File: config.mk
export PLATFORM = sky130hd
export DESIGN_NAME = video_link_status
export DESIGN_NICKNAME = d
export VERILOG_FILES = /design/src/logic/video_link_pkg.sv /design/src/logic/video_link_status.sv
export VERILOG_INCLUDE_DIRS = /design/src /design/src/logic
export SDC_FILE = /design/constraint.sdc
export NUM_CORES = 1
export LEC_CHECK = 0
export ABC_AREA = 1
export BUFFER_PORTS_ARGS = -buffer_cell sky130_fd_sc_hd__buf_2
export CORE_MARGIN = 4
export CORE_UTILIZATION = 40
export CTS_CLUSTER_SIZE = 14
export DETAILED_ROUTE_END_ITERATION = 10
export PLACE_DENSITY = 0.59
export SYNTH_ARGS = -nofsm -noshare
export SYNTH_HDL_FRONTEND = slang
export SYNTH_SLANG_ARGS = --single-unit
File: constraint.sdc
create_clock -name i_sys_clk -period 2.3 [get_ports i_sys_clk]
set_clock_uncertainty 0.1 [all_clocks]
set_input_delay 0 -clock i_sys_clk [delete_from_list [all_inputs] [get_ports i_sys_clk]]
set_output_delay 0 -clock i_sys_clk [all_outputs]
set_load 0.03 [all_outputs]
File: src/logic/video_link_params.svh
// Offsets, field positions, reset values and counts of the link status block
// How it works
// - Error pin pulled low while any error flag set
// - Read clears parity/uart; PRBS-off clears PRBS
// - Lock high only when PLL locked and aligned
// - Channel-open pin high exactly while channel enabled
// - Power-down low floats every output, freezes phase sequencing
// - Remote power select sampled after reset release
// - Unused data inputs above width become GPIO
// - Only one side drives link during channel
// - Channel bits sent bi-phase for AC coupling
// - Peripheral interface select UART or I2C
// - Widths 10 to 18 bits, codes 0 to 4
// - Recovered words decoded to parallel outputs
// - Sync bits carried beside data bits
// - Active vsync edge opens control channel
// - Receive line output, transmit line input
// - Sync, data and recovered clock strobe out
// - Channel-open raised at video phase end
// - Idle timer closes channel, activity restarts it
// - Handshake of 546 or 1090 words follows
`ifndef VIDEO_LINK_PARAMS_SVH
`define VIDEO_LINK_PARAMS_SVH
`define REG_CTRL 5'h00
`define REG_TIMEOUT 5'h04
`define REG_STATUS 5'h08
`define REG_ERRORS 5'h0C
`define REG_GPIO_SEL 5'h10
`define CTRL_WIDTH_LSB 0
`define CTRL_VEDGE 4
`define CTRL_PRBS_EN 5
`define CTRL_PERIPH_I2C 6
`define CTRL_HSK_LONG 7
`define CTRL_RESET 8'h04
`define TIMEOUT_RESET 16'h0400
`define WIDTH_MAX_CODE 3'h4
`define HSK_SHORT 11'h222
`define HSK_LONG 11'h442
`define TX_HOLD 5'h10
`endif

File: src/logic/video_link_pkg.sv
// Types of the link status block
package video_link_pkg;
   typedef enum logic [1:0] {ST_VIDEO, ST_CHAN, ST_HSK} phase_t;
endpackage

File: src/logic/video_link_status.sv
// Deserializer phase sequencing, status pins and register slave
//
// The Avalon-MM register port and the register addresses are this design's own decisions.
`timescale 1ns/1ps
`default_nettype none
`include "video_link_params.svh"
module video_link_status
   import video_link_pkg::*;
(
   input wire logic i_sys_clk,
   input wire logic i_rst_n,
   input wire logic [4:0] i_avs_address,
   input wire logic i_avs_read,
   input wire logic i_avs_write,
   input wire logic [31:0] i_avs_writedata,
   output logic [31:0] o_avs_readdata,
   output logic o_avs_waitrequest,
   input wire logic i_word_valid,
   input wire logic [19:0] i_word,
   input wire logic i_pll_locked,
   input wire logic i_align_ok,
   input wire logic i_parity_err,
   input wire logic i_prbs_err,
   input wire logic i_uart_err,
   input wire logic i_power_down_n,
   input wire logic i_remote_power_select,
   input wire logic i_cc_tx,
   input wire logic i_link_rx,
   output logic o_cc_rx,
   output logic o_cc_rx_oe,
   output logic o_link_tx,
   output logic o_link_tx_oe,
   output logic o_error_n_o,
   output logic o_error_n_oe,
   output logic o_lock_o,
   output logic o_lock_oe,
   output logic o_ctrl_chan_open,
   output logic o_ctrl_chan_open_oe,
   output logic o_pix_strobe,
   output logic o_hsync,
   output logic o_vsync,
   output logic [15:0] o_dout,
   output logic o_data_valid,
   output logic o_data_oe,
   output logic o_periph_i2c,
   output logic o_remote_power,
   output logic [7:0] o_gpio_sel
);
   // Data bits in use for a width code
   function automatic logic [15:0] data_mask(input logic [2:0] code);
      logic [15:0] m;
      m = 16'h00FF;
      for (int i = 0; i < 4; i++) begin
         if (code > i[2:0]) begin
            m[8 + 2 * i +: 2] = 2'h3;
         end
      end
      return m;
   endfunction

   logic [7:0] ctrl, next_ctrl;
   logic [15:0] timeout, next_timeout;
   logic par_f, prbs_f, uart_f, next_par_f, next_prbs_f, next_uart_f;
   logic ack, next_ack;
   logic [31:0] rdata, next_rdata;
   logic rem_cap, rem_done, next_rem_cap, next_rem_done;
   logic rd_now, wr_now;

   assign rd_now = i_avs_read & ack;
   assign wr_now = i_avs_write & ack;
   assign o_avs_waitrequest = (i_avs_read | i_avs_write) & ~ack;
   assign o_avs_readdata = rdata;

   phase_t state, next_state;
   logic [15:0] timer, next_timer;
   logic [10:0] hsk_cnt, next_hsk_cnt;
   logic vs_prev, next_vs_prev;
   logic tx_prev, rx_prev, next_tx_prev, next_rx_prev;
   logic own, next_own;
   logic [4:0] hold, next_hold;
   logic bp, next_bp;
   logic lock, next_lock;
   logic chan, next_chan;
   logic cc_rx, next_cc_rx, ltx, next_ltx, ltx_oe, next_ltx_oe;
   logic strobe, next_strobe, hs, next_hs, vs, next_vs, dv, next_dv;
   logic [15:0] dout, next_dout;
   logic oe, next_oe;
   logic vedge_hit, activity;
   logic [2:0] wcode;
   logic [15:0] used_mask;

   assign wcode = ctrl[`CTRL_WIDTH_LSB +: 3];
   assign used_mask = data_mask(wcode);

   // Register slave and error flags
   always_comb begin
      next_ctrl = ctrl;
      next_timeout = timeout;
      next_ack = (i_avs_read | i_avs_write) & ~ack;
      next_rdata = rdata;
      next_rem_cap = rem_cap;
      next_rem_done = 1'b1;
      if (!rem_done) begin
         next_rem_cap = i_remote_power_select;
      end
      if (wr_now && i_avs_address == `REG_CTRL) begin
         next_ctrl = i_avs_writedata[7:0];
         if (i_avs_writedata[2:0] > `WIDTH_MAX_CODE) begin
            next_ctrl[2:0] = wcode;
         end
      end
      if (wr_now && i_avs_address == `REG_TIMEOUT) begin
         next_timeout = i_avs_writedata[15:0];
      end
      if ((i_avs_read | i_avs_write) && !ack) begin
         unique case (i_avs_address)
            `REG_CTRL: next_rdata = {24'h0, ctrl};
            `REG_TIMEOUT: next_rdata = {16'h0, timeout};
            `REG_STATUS: next_rdata = {27'h0, par_f | prbs_f | uart_f,
               rem_cap, state == ST_HSK, chan, lock};
            `REG_ERRORS: next_rdata = {29'h0, uart_f, prbs_f, par_f};
            `REG_GPIO_SEL: next_rdata = {24'h0, o_gpio_sel};
            default: next_rdata = 32'h0;
         endcase
      end
      next_par_f = par_f;
      next_uart_f = uart_f;
      next_prbs_f = prbs_f;
      if (rd_now && i_avs_address == `REG_ERRORS) begin
         next_par_f = 1'b0;
         next_uart_f = 1'b0;
      end
      if (!next_ctrl[`CTRL_PRBS_EN]) begin
         next_prbs_f = 1'b0;
      end
      if (i_power_down_n) begin
         if (i_parity_err) next_par_f = 1'b1;
         if (i_uart_err) next_uart_f = 1'b1;
         if (i_prbs_err && next_ctrl[`CTRL_PRBS_EN]) next_prbs_f = 1'b1;
      end
   end

   always_ff @(posedge i_sys_clk or negedge i_rst_n) begin
      if (!i_rst_n) begin
         ctrl <= `CTRL_RESET;
         timeout <= `TIMEOUT_RESET;
         ack <= 1'b0;
         rdata <= 32'h0;
         rem_cap <= 1'b0;
         rem_done <= 1'b0;
         par_f <= 1'b0;
         prbs_f <= 1'b0;
         uart_f <= 1'b0;
      end else begin
         ctrl <= next_ctrl;
         timeout <= next_timeout;
         ack <= next_ack;
         rdata <= next_rdata;
         rem_cap <= next_rem_cap;
         rem_done <= next_rem_done;
         par_f <= next_par_f;
         prbs_f <= next_prbs_f;
         uart_f <= next_uart_f;
      end
   end

   assign o_periph_i2c = ctrl[`CTRL_PERIPH_I2C];
   assign o_remote_power = rem_cap;
   assign o_gpio_sel = ~used_mask[15:8];

   // Vsync is bit 3 of the recovered word, hsync bit 2
   assign vedge_hit = i_word_valid && (ctrl[`CTRL_VEDGE] ?
      (i_word[3] && !vs_prev) : (!i_word[3] && vs_prev));
   assign activity = (i_cc_tx != tx_prev) | (i_link_rx != rx_prev);

   // Phase sequencing and link-facing outputs
   always_comb begin
      next_state = state;
      next_timer = timer;
      next_hsk_cnt = hsk_cnt;
      next_vs_prev = i_word_valid ? i_word[3] : vs_prev;
      next_tx_prev = i_cc_tx;
      next_rx_prev = i_link_rx;
      next_own = own;
      next_hold = hold;
      next_bp = ~bp;
      if (i_power_down_n) begin
         unique case (state)
            ST_VIDEO: begin
               if (vedge_hit) begin
                  next_state = ST_CHAN;
                  next_timer = timeout;
               end
            end
            ST_CHAN: begin
               if (activity) begin
                  next_timer = timeout;
               end else if (timer == 16'h0) begin
                  next_state = ST_HSK;
                  next_hsk_cnt = ctrl[`CTRL_HSK_LONG] ?
                     `HSK_LONG : `HSK_SHORT;
               end else begin
                  next_timer = timer - 16'h1;
               end
            end
            ST_HSK: begin
               if (hsk_cnt != 11'h0) begin
                  if (i_word_valid) next_hsk_cnt = hsk_cnt - 11'h1;
               end else if (i_align_ok && i_pll_locked) begin
                  next_state = ST_VIDEO;
               end
            end
         endcase
      end
      // Half-duplex ownership taken when the control unit starts talking
      if (next_state != ST_CHAN) begin
         next_own = 1'b0;
      end else if (!i_cc_tx) begin
         next_own = 1'b1;
         next_hold = `TX_HOLD;
      end else if (hold != 5'h0) begin
         next_hold = hold - 5'h1;
      end else begin
         next_own = 1'b0;
      end
      next_chan = next_state == ST_CHAN;
      next_lock = i_pll_locked && i_align_ok
         && next_state != ST_HSK;
      next_cc_rx = (next_state == ST_CHAN && !next_own) ? i_link_rx : 1'b1;
      next_ltx = i_cc_tx ^ bp;
      next_ltx_oe = next_own && i_power_down_n;
      next_strobe = i_word_valid;
      next_hs = hs;
      next_vs = vs;
      next_dout = dout;
      next_dv = 1'b0;
      if (i_word_valid && next_state == ST_VIDEO && i_power_down_n) begin
         next_hs = i_word[2];
         next_vs = i_word[3];
         next_dout = i_word[19:4] & data_mask(wcode);
         next_dv = next_lock;
      end
      next_oe = i_power_down_n;
   end

   always_ff @(posedge i_sys_clk or negedge i_rst_n) begin
      if (!i_rst_n) begin
         state <= ST_VIDEO;
         timer <= 16'h0;
         hsk_cnt <= 11'h0;
         vs_prev <= 1'b0;
         tx_prev <= 1'b1;
         rx_prev <= 1'b1;
         own <= 1'b0;
         hold <= 5'h0;
         bp <= 1'b0;
         lock <= 1'b0;
         chan <= 1'b0;
         cc_rx <= 1'b1;
         ltx <= 1'b0;
         ltx_oe <= 1'b0;
         strobe <= 1'b0;
         hs <= 1'b0;
         vs <= 1'b0;
         dout <= 16'h0;
         dv <= 1'b0;
         oe <= 1'b0;
      end else begin
         state <= next_state;
         timer <= next_timer;
         hsk_cnt <= next_hsk_cnt;
         vs_prev <= next_vs_prev;
         tx_prev <= next_tx_prev;
         rx_prev <= next_rx_prev;
         own <= next_own;
         hold <= next_hold;
         bp <= next_bp;
         lock <= next_lock;
         chan <= next_chan;
         cc_rx <= next_cc_rx;
         ltx <= next_ltx;
         ltx_oe <= next_ltx_oe;
         strobe <= next_strobe;
         hs <= next_hs;
         vs <= next_vs;
         dout <= next_dout;
         dv <= next_dv;
         oe <= next_oe;
      end
   end

   // Open-drain pins: error only pulls low, lock only pulls low when unlocked
   assign o_error_n_o = 1'b0;
   assign o_error_n_oe = oe && (par_f | prbs_f | uart_f);
   assign o_lock_o = 1'b0;
   assign o_lock_oe = oe && !lock;
   assign o_ctrl_chan_open = chan;
   assign o_ctrl_chan_open_oe = oe;
   assign o_cc_rx = cc_rx;
   assign o_cc_rx_oe = oe;
   assign o_link_tx = ltx;
   assign o_link_tx_oe = ltx_oe;
   assign o_pix_strobe = strobe;
   assign o_hsync = hs;
   assign o_vsync = vs;
   assign o_dout = dout;
   assign o_data_valid = dv;
   assign o_data_oe = oe;
endmodule
`default_nettype wire

# Word level (Yosys, flattened, before mapping)
# Cells that the tools add are included.
# Widths: inputs -> output; s select.
dict set report op_classes {
  n_mux 45
  bitwise 14
  order_cmp 5
  n_eq_ne 18
  add_sub_neg 3
  n_reduce_logical 33
}
# cell n
set ops {}
lappend ops {{$pmux 16 s5} 1}
lappend ops {{$mux 11} 5}
lappend ops {{$mux 16} 3}
lappend ops {{$pmux 16 s2} 1}
lappend ops {{$mux 2} 14}
lappend ops {{$pmux 11 s2} 1}
lappend ops {{$and 16x16->16} 1}
lappend ops {{$logic_and 1x1->1} 16}
lappend ops {{$logic_not 16->1} 1}
lappend ops {{$sub 16x1->16 const B} 1}
lappend ops {{$mux 1} 15}
lappend ops {{$reduce_bool 11->1} 1}
lappend ops {{$sub 11x1->11 const B} 1}
lappend ops {{$eq 5x4->1 const B} 2}
lappend ops {{$mux 5} 2}
lappend ops {{$ne 2x2->1 const B} 5}
lappend ops {{$not 8->8} 1}
lappend ops {{$gt 3x1->1 const B} 2}
lappend ops {{$gt 3x2->1 const B} 2}
lappend ops {{$mux 6} 1}
lappend ops {{$ne 2x1->1 const B} 3}
lappend ops {{$pmux 2 s3} 1}
lappend ops {{$reduce_and 6->1} 1}
lappend ops {{$eq 5x3->1 const B} 1}
lappend ops {{19 further kinds} 36}
dict set report word_totals {
  word_cells 149
  ff_bits 127
  out_inout_bits 74
}

# Depth between registers and ports, before layout
# Gate-level depths: netlist of the first run.
dict set report depth {
  ltp_word 12
  mapped_depth 14
}

# Worst setup path after synthesis of the first run
# Ideal clock, no wire load.
dict set report synth_path {
  path_kind {reg2reg}
  startpoint {register timer[0]}
  endpoint {register dout[10] (netlist: o_dout[10])}
  arrival_ps 1737
  period_less_slack_ps 1955
  setup_slack_ps 345
  t_required_ps 2082
  path_stages_with_launch 13
  path_cell_list {dfrtp_1 > inv_1 > ha_1 > nand2_1 > nor2_1 > nand3_2 > a21oi_4 > a21oi_4 > nor2_8 > nand2_4 > buf_6 > nand2_1 > nand2_1}
}
dict set report synth_via {
  elab_chain_len 8
}
# item line
set synth_rtl {}
lappend synth_rtl {{from (decl)} video_link_status.sv:75} ;# logic [15:0] timer, next_timer;
lappend synth_rtl {{from (signal assigned)} video_link_status.sv:270} ;# timer <= next_timer;
lappend synth_rtl {{$logic_not 16->1} video_link_status.sv:198} ;# end else if (timer == 16'h0) begin
lappend synth_rtl {{$mux 2} video_link_status.sv:198}
lappend synth_rtl {{$mux 2} video_link_status.sv:196} ;# if (activity) begin
lappend synth_rtl {{$pmux 2 s3} video_link_status.sv:188} ;# unique case (state)
lappend synth_rtl {{$mux 2} video_link_status.sv:187} ;# if (i_power_down_n) begin
lappend synth_rtl {{net next_state[0]} video_link_status.sv:74} ;# phase_t state, next_state;
lappend synth_rtl {{$logic_not 2->1} video_link_status.sv:237} ;# if (i_word_valid && next_state == ST_VIDEO && i_power_down_n) begin
lappend synth_rtl {{$logic_and 1x1->1 (2 in series)} video_link_status.sv:237}
lappend synth_rtl {{to (signal assigned)} video_link_status.sv:286} ;# dout <= next_dout;
lappend synth_rtl {{to (decl)} video_link_status.sv:86} ;# logic [15:0] dout, next_dout;
# The timed path passes the listed nets, and every way through them passes these cells.
# A chain may end at the register's enable or synchronous reset.

# Final worst setup path of the first run
dict set report layout_path {
  startpoint {input port i_align_ok}
  endpoint {register dout[5] (netlist: o_dout[5])}
}
dict set report layout_via {
  elab_chain_len 8
}
# item line
set layout_rtl {}
lappend layout_rtl {{from (decl)} video_link_status.sv:21} ;# input wire logic i_align_ok,
lappend layout_rtl {{$logic_and 1x1->1} video_link_status.sv:209} ;# end else if (i_align_ok && i_pll_locked) begin
lappend layout_rtl {{$mux 2} video_link_status.sv:209}
lappend layout_rtl {{$mux 2} video_link_status.sv:207} ;# if (hsk_cnt != 11'h0) begin
lappend layout_rtl {{$pmux 2 s3} video_link_status.sv:188}
lappend layout_rtl {{$mux 2} video_link_status.sv:187}
lappend layout_rtl {{net next_state[0]} video_link_status.sv:74}
lappend layout_rtl {{$logic_not 2->1} video_link_status.sv:237}
lappend layout_rtl {{$logic_and 1x1->1 (2 in series)} video_link_status.sv:237}
# The timed path passes the listed nets, and every way through them passes these cells.

==> flow_metrics.tcl, run 1 <==
set metrics [dict create \
    power_density_nw_per_um2 957 \
    pwr-share-comb 0.369 \
    tns_ns 0 \
    clkPwrFrac 0.224 \
    place_congestion 0.862 \
    drv_cap 0 \
    drive_gt1_frac 0.207 \
    vias 5149 \
    grt_first_pass_wirelength_um 24500 \
    cts_tree "built" \
    initial_utilization 0.409 \
    maxSlewViolCount 0 \
    post_drt_wl_per_cell_um 13.9 \
    p_sw_frac 0.402 \
    outcome "finished with violations" \
    numCtsBuffers 9 \
    synth_common_cells "162 x nand2_1, 106 x dfrtp_1, 77 x inv_1" \
    timing.final.crit_share 0.946 \
    violations "hold timing" \
    crit_chain "dlygate4sd3_1 > buf_2 > nand2_1 > dlygate4sd3_1 > inv_1 > nand3_1 > a21oi_2 > a21oi_4 > nor2_8 > buf_4 > nand3_1 > nand2_1" \
    drc 0 \
    synth_warnings 0 \
    design_area_um2 7240 \
    clockBufferDepth 2 \
    grt-ovfl-total 0 \
    drt_iter0_drc 272 \
    switchingPower_mw 2.78 \
    endpoint_kind "register" \
    hold_violations 1 \
    total_power_mw 6.93 \
    grtUsageTotal 0.186 \
    p_int_mw 4.15 \
    drt_first_pass_iters 4 \
    antenna_found_initial 0 \
    finalSetupViolations 0 \
    synth.largest_area_cell "dfrtp_1" \
    cp_slowest_cell "dlygate4sd3_1" \
    die_area_um2 16200 \
    rows 43 \
    hold_class "primary input to register" \
    finish.utilization 0.519 \
    synth-edff-count 0 \
    synth_area_leaders "dfrtp_1 47%, nand2_1 11%, o21ai_0 5.7%" \
    timing.slew.headroom 0.594 \
    path_class "primary input to register" \
    tightest_slew_ns 0.609 \
    dp_hpwl_um 10400 \
    max_freq_mhz 460 \
    nNetsFinal 943 \
    synthFlopType "dfrtp_1" \
    power.leakage_nw 3.79 \
    die_x_um 127 \
    rsz0062_at_grt "false" \
    power_frac_seq 0.407 \
    netlist_area_um2 5700 \
    die_h_um 127 \
    fin_crit_ns 2.17 \
    synth.distinct_cells 41 \
    synth_most_common_cell "nand2_1" \
    start_kind "primary input" \
    critical_path_required_ns 2.44 \
    worst-path-max-fanout 10 \
    netlist.area_leader.share 0.466 \
    max_stage_delay_ns 0.59 \
    postPlaceCellArea_um2 6420 \
    yosysSeqAreaShare 0.489 \
    syn_avg_cell_area_um2 8.16 \
    via_per_inst 4.91 \
    ys_seq_elements 111 \
    clk_latency_ns 0.36 \
    synthToLayoutAreaGrowth_pct 27.1 \
    hold_slack_ns -0.00218 \
    io_buffer_count 108 \
    wl_um 14500 \
    irDropWorstVdd_mv 0.473 \
    crit_family "buffers and inverters" \
    ios 145 \
    ant_nets 0 \
    cts_max_level 3 \
    ys_async_sr_fraction 1.00 \
    clkTransAtPathRegs_ns 0.07 \
    cts_setup_buffers 0 \
    first_global_vias 5061 \
    critical_path_arrival_ns 2.32 \
    core_um2 13900 \
    synthCells 698 \
    clkSinkCount 111 \
    antennaDiodeCount 0 \
    grt_max_degree 44 \
    critPathBufInv 5 \
    cts_root_buffer "clkbuf_16" \
]
[cells in the final DEF, fill, tap and decap left out, drive strengths merged]
| master | count |
|---|---|
| a211oi | 1 |
| a21oi | 30 |
| a22o | 2 |
| a22oi | 2 |
| a31oi | 3 |
| buf | 127 |
| bufinv | 1 |
| clkbuf | 9 |
| clkinv | 2 |
| clkinvlp | 3 |
| conb | 19 |
| dfrtp | 106 |
| dfstp | 5 |
| dlygate4sd3 | 52 |
| ha | 8 |
| inv | 80 |
| mux2 | 8 |
| nand2 | 165 |
| nand3 | 42 |
| nand3b | 3 |
| nand4 | 13 |
| nor2 | 77 |
| nor3 | 7 |
| o2111ai | 1 |
| o211ai | 7 |
| o21a | 3 |
| o21ai | 70 |
| o221ai | 1 |
| o22ai | 1 |
| o31ai | 3 |
| or2 | 5 |
| xnor2 | 4 |
| xor2 | 8 |
[stage by stage]
stage,setup slack (ns),cells
after CTS,0.106,1048
after global placement,0.254,981
after detailed placement,0.205,981
after global routing,0.0109,1048
final,0.125,1048
after floorplan,0.345,715
[flip-flops by register name, indices dropped and copies added, names as in the netlist, 2 cells and up]
name            cells
o_avs_readdata     16
o_dout             16
timeout            16
timer              16
hsk_cnt            11
ctrl                8
hold                5
state               2
[layer usage]
layer,share of wire,GRT usage
met1,0.45,0.246
met2,0.48,0.303
met3,0.048,0.0443
met4,0.021,0.0593
met5,0,0
[worst reg2reg max path: cells and delay by family, from the launching register on]
| family | cells | cell delay, ns |
|---|---|---|
| AND/OR/NAND/NOR | 7 | 0.87 |
| flip-flops | 1 | 0.38 |
| AO/OA/AOI/OAI | 2 | 0.31 |
| adder cells (fa/ha/maj) | 1 | 0.20 |
| buffers and inverters | 1 | 0.11 |
[cell type report]
| type | instances | area, um2 |
|---|---|---|
| clock inverters | 6 | 62.6 |
| inverters | 80 | 300 |
| fillers | 1331 | 6700 |
| repair buffers | 179 | 1220 |
| clock buffers | 9 | 225 |
| flip-flops and latches | 111 | 2790 |
| multi-input cells | 483 | 2420 |
| well taps | 180 | 225 |
[logic make-up after synthesis]
kind of cell	count (synthesis)	share of synthesized area
AOI/OAI and AO/OA	124	0.124
xor gates and xnor gates	12	0.0184
adders and majority gates	8	0.0176
buffers and inverters	121	0.0988
DFF	111	0.489
muxes	8	0.0158
other	2	0.00132
and+or+nand+nor	312	0.235
[final timing paths]
| check | startpoint | end | slack, ns | depth (start not counted) |
|---|---|---|---|---|
| worst max-delay path | i_align_ok | o_dout[5] | 0.13 | 12 |
| worst min-delay path | i_avs_read | o_avs_readdata[10] | -0.002 | 4 |
| worst max register to register | timer[0] | o_dout[4] | 0.23 | 11 |
| worst min register to register | bp | bp | 0.35 | 1 |
| max in group asynchronous | i_rst_n | rx_prev | 1.25 | 3 |
| min in group asynchronous | i_rst_n | timer[3] | 0.10 | 2 |
[what timing repair did]
item / CTS / global route
setup endpoints to repair: 0 / 17
resized for setup: 0 / 4
endpoints found under the hold margin: 104 / 0
hold buffers: 52 / 0
[power by group through the flow]
stage          clock network (mW)  registers (mW)  logic (mW)
2_1_floorplan                   0            3.05        1.58
3_3_place_gp                    0            2.83        2.42
3_5_place_dp                    0            2.84        2.49
4_1_cts                      1.60            2.81        2.56
5_1_grt                      1.69            2.89        2.89
6_report                     1.56            2.82        2.56
Note: power is estimated with default switching activity, not from simulation.
==> run 2, diff against run 1 <==
--- a/config.mk
+++ b/config.mk
@@ -8,7 +8,7 @@
 export LEC_CHECK = 0
 export ABC_AREA = 1
 export BUFFER_PORTS_ARGS = -buffer_cell sky130_fd_sc_hd__buf_2
-export CORE_MARGIN = 4
+export CORE_MARGIN = 8
 export CORE_UTILIZATION = 40
 export CTS_CLUSTER_SIZE = 14
 export DETAILED_ROUTE_END_ITERATION = 10
==> constraint.sdc (replaced) <==
create_clock -name i_sys_clk -period 2.1 [get_ports i_sys_clk]
set_clock_uncertainty 0.1 [all_clocks]
set_input_delay 0 -clock i_sys_clk [delete_from_list [all_inputs] [get_ports i_sys_clk]]
set_output_delay 0 -clock i_sys_clk [all_outputs]
set_load 0.03 [all_outputs]
==> flow_metrics.tcl, run 2 (synthesis results as in run 1) <==
set metrics [dict create \
    final_common_cell "nand2_1" \
    final_cell_mix "159 x nand2_1, 108 x buf_2, 106 x dfrtp_1, 76 x inv_1, 65 x nor2_1" \
    drv_cap 0 \
    grt-ovfl-total 0 \
    grtUsageTotal 0.164 \
    post_drt_wl_per_cell_um 14.3 \
    wl_um 15100 \
    die_x_um 135 \
    cts_tree "built" \
    clkTransAtPathRegs_ns 0.08 \
    die_area_um2 18300 \
    hold_class "primary input to register" \
    tightest_slew_ns 0.802 \
    ios 145 \
    dp_hpwl_um 11000 \
    fill_cells 1291 \
    grt_max_degree 39 \
    drc 0 \
    maxSlewViolCount 0 \
    rows 43 \
    dpl.cell_count 986 \
    hold_violations 0 \
    cts_root_buffer "clkbuf_16" \
    power_density_nw_per_um2 1070 \
    cp_slowest_cell "dfrtp_1" \
    nNetsFinal 952 \
    vias 5165 \
    endpoint_kind "register" \
    crit_chain "inv_1 > ha_2 > nand2_2 > buf_4 > inv_1 > nand4_1 > nor2_2 > nand2_2 > nand2_4 > buf_4 > a21oi_1 > o21a_1" \
    grt_first_pass_wirelength_um 24400 \
    start_kind "register" \
    antenna_found_initial 1 \
    path_class "register to register" \
    clockBufferDepth 2 \
    synthToLayoutAreaGrowth_pct 30.1 \
    io_buffer_count 108 \
    numCtsBuffers 9 \
    ant_nets 0 \
    multi_input_area_um2 2460 \
    max_freq_mhz 507 \
    critical_path_arrival_ns 2.12 \
    first_global_vias 4993 \
    finalNonFillerCells 1060 \
    drt_iter0_drc 289 \
    irDropWorstVdd_mv 0.566 \
    drive_gt1_frac 0.226 \
    register_area_um2 2780 \
    core_um2 13900 \
    power.leakage_nw 3.86 \
    finalSetupViolations 0 \
    outcome "complete, no violations" \
    tns_ns 0 \
    timing.final.crit_share 0.938 \
    crit_family "simple AND/OR/NAND/NOR gates" \
    drt_first_pass_iters 5 \
    place_congestion 0.833 \
    cts_max_level 3 \
    critPathBufInv 4 \
    die_h_um 135 \
    dp_slack_ns 0.115 \
    max_stage_delay_ns 0.38 \
    rsz0062_at_grt "false" \
    initial_utilization 0.410 \
    critical_path_required_ns 2.25 \
    hold_slack_ns 0.0526 \
    timing.slew.headroom 0.461 \
    fin_crit_ns 1.97 \
    clk_latency_ns 0.36 \
    worst_slack_ns 0.129 \
    worst-path-max-fanout 4 \
    clkSinkCount 111 \
    via_per_inst 4.87 \
]
-- run 2: cell types whose count changed in the layout (fill, tap and decap cells not counted), sizes merged --
cell,delta
clkinv,+1
inv,+2
bufinv,+1
diode,+2
dlygate4sd3,+1
clkinvlp,-3
buf,+8
-- run 2: metrics by stage --
| step | util | power, mW | cell area, um2 |
|---|---|---|---|
| 2_1_floorplan | - | 5.07 | 5760 |
| 3_3_place_gp | 0.466 | 5.84 | 6470 |
| 3_5_place_dp | 0.466 | 5.93 | 6470 |
| 4_1_cts | 0.527 | 7.92 | 7320 |
| 5_1_grt | 0.534 | 8.49 | 7410 |
| 6_report | 0.534 | 7.94 | 7410 |
-- run 2: cell type report --
type / count / area share
tap: 180 / 0.0304
sequential: 111 / 0.376
inverter: 80 / 0.0409
antenna: 2 / 0.000675
timing repair buffer: 188 / 0.176
clock buffer: 9 / 0.0304
multi-input combinational: 483 / 0.332
clock inverter: 7 / 0.0140
-- run 2: worst paths after layout --
check	from	endpoint	slack, ns	depth (start not counted)
max reg2reg	timer[0]	timer[12]	0.13	12
max	timer[0]	timer[12]	0.13	12
max in group asynchronous	i_rst_n	timer[1]	1.15	3
min in group asynchronous	i_rst_n	hsk_cnt[7]	0.06	2
min reg2reg	bp	bp	0.34	1
min	i_avs_address[4]	ctrl[7]	0.05	5
-- run 2: timing repair --
action	4_1_cts	5_1_grt
hold endpoints to repair	136	4
buffers inserted	0	2
hold buffers	52	2
gates resized for setup	0	20
setup endpoints to repair	0	43
-- run 2: power breakdown --
part           total [mW]  switching [mW]  leakage [nW]  internal [mW]
Clock                1.89           0.830         0.161           1.06
Sequential           3.07           0.400          1.39           2.67
Combinational        2.98            1.92          2.31           1.07
Total                7.94            3.15          3.86           4.79
-- run 2: layer usage --
metal | GRT usage | vias to the layer above | wire length (um)
li1 | - | 2572 | -
met2 | 0.284 | 120 | 7610
met3 | 0.0326 | 12 | 823
met1 | 0.199 | 2461 | 6460
met4 | 0.0605 | 0 | 216
met5 | 0 | - | 0
-- run 2: worst register-to-register path, delay by kind of cell (launching register included) --
family                     cells  cell delay, ns
DFF                            1            0.38
and+or+nand+nor                5            0.53
adders and majority gates      1            0.21
AOI/OAI and AO/OA              2            0.21
buffers and inverters          4            0.44
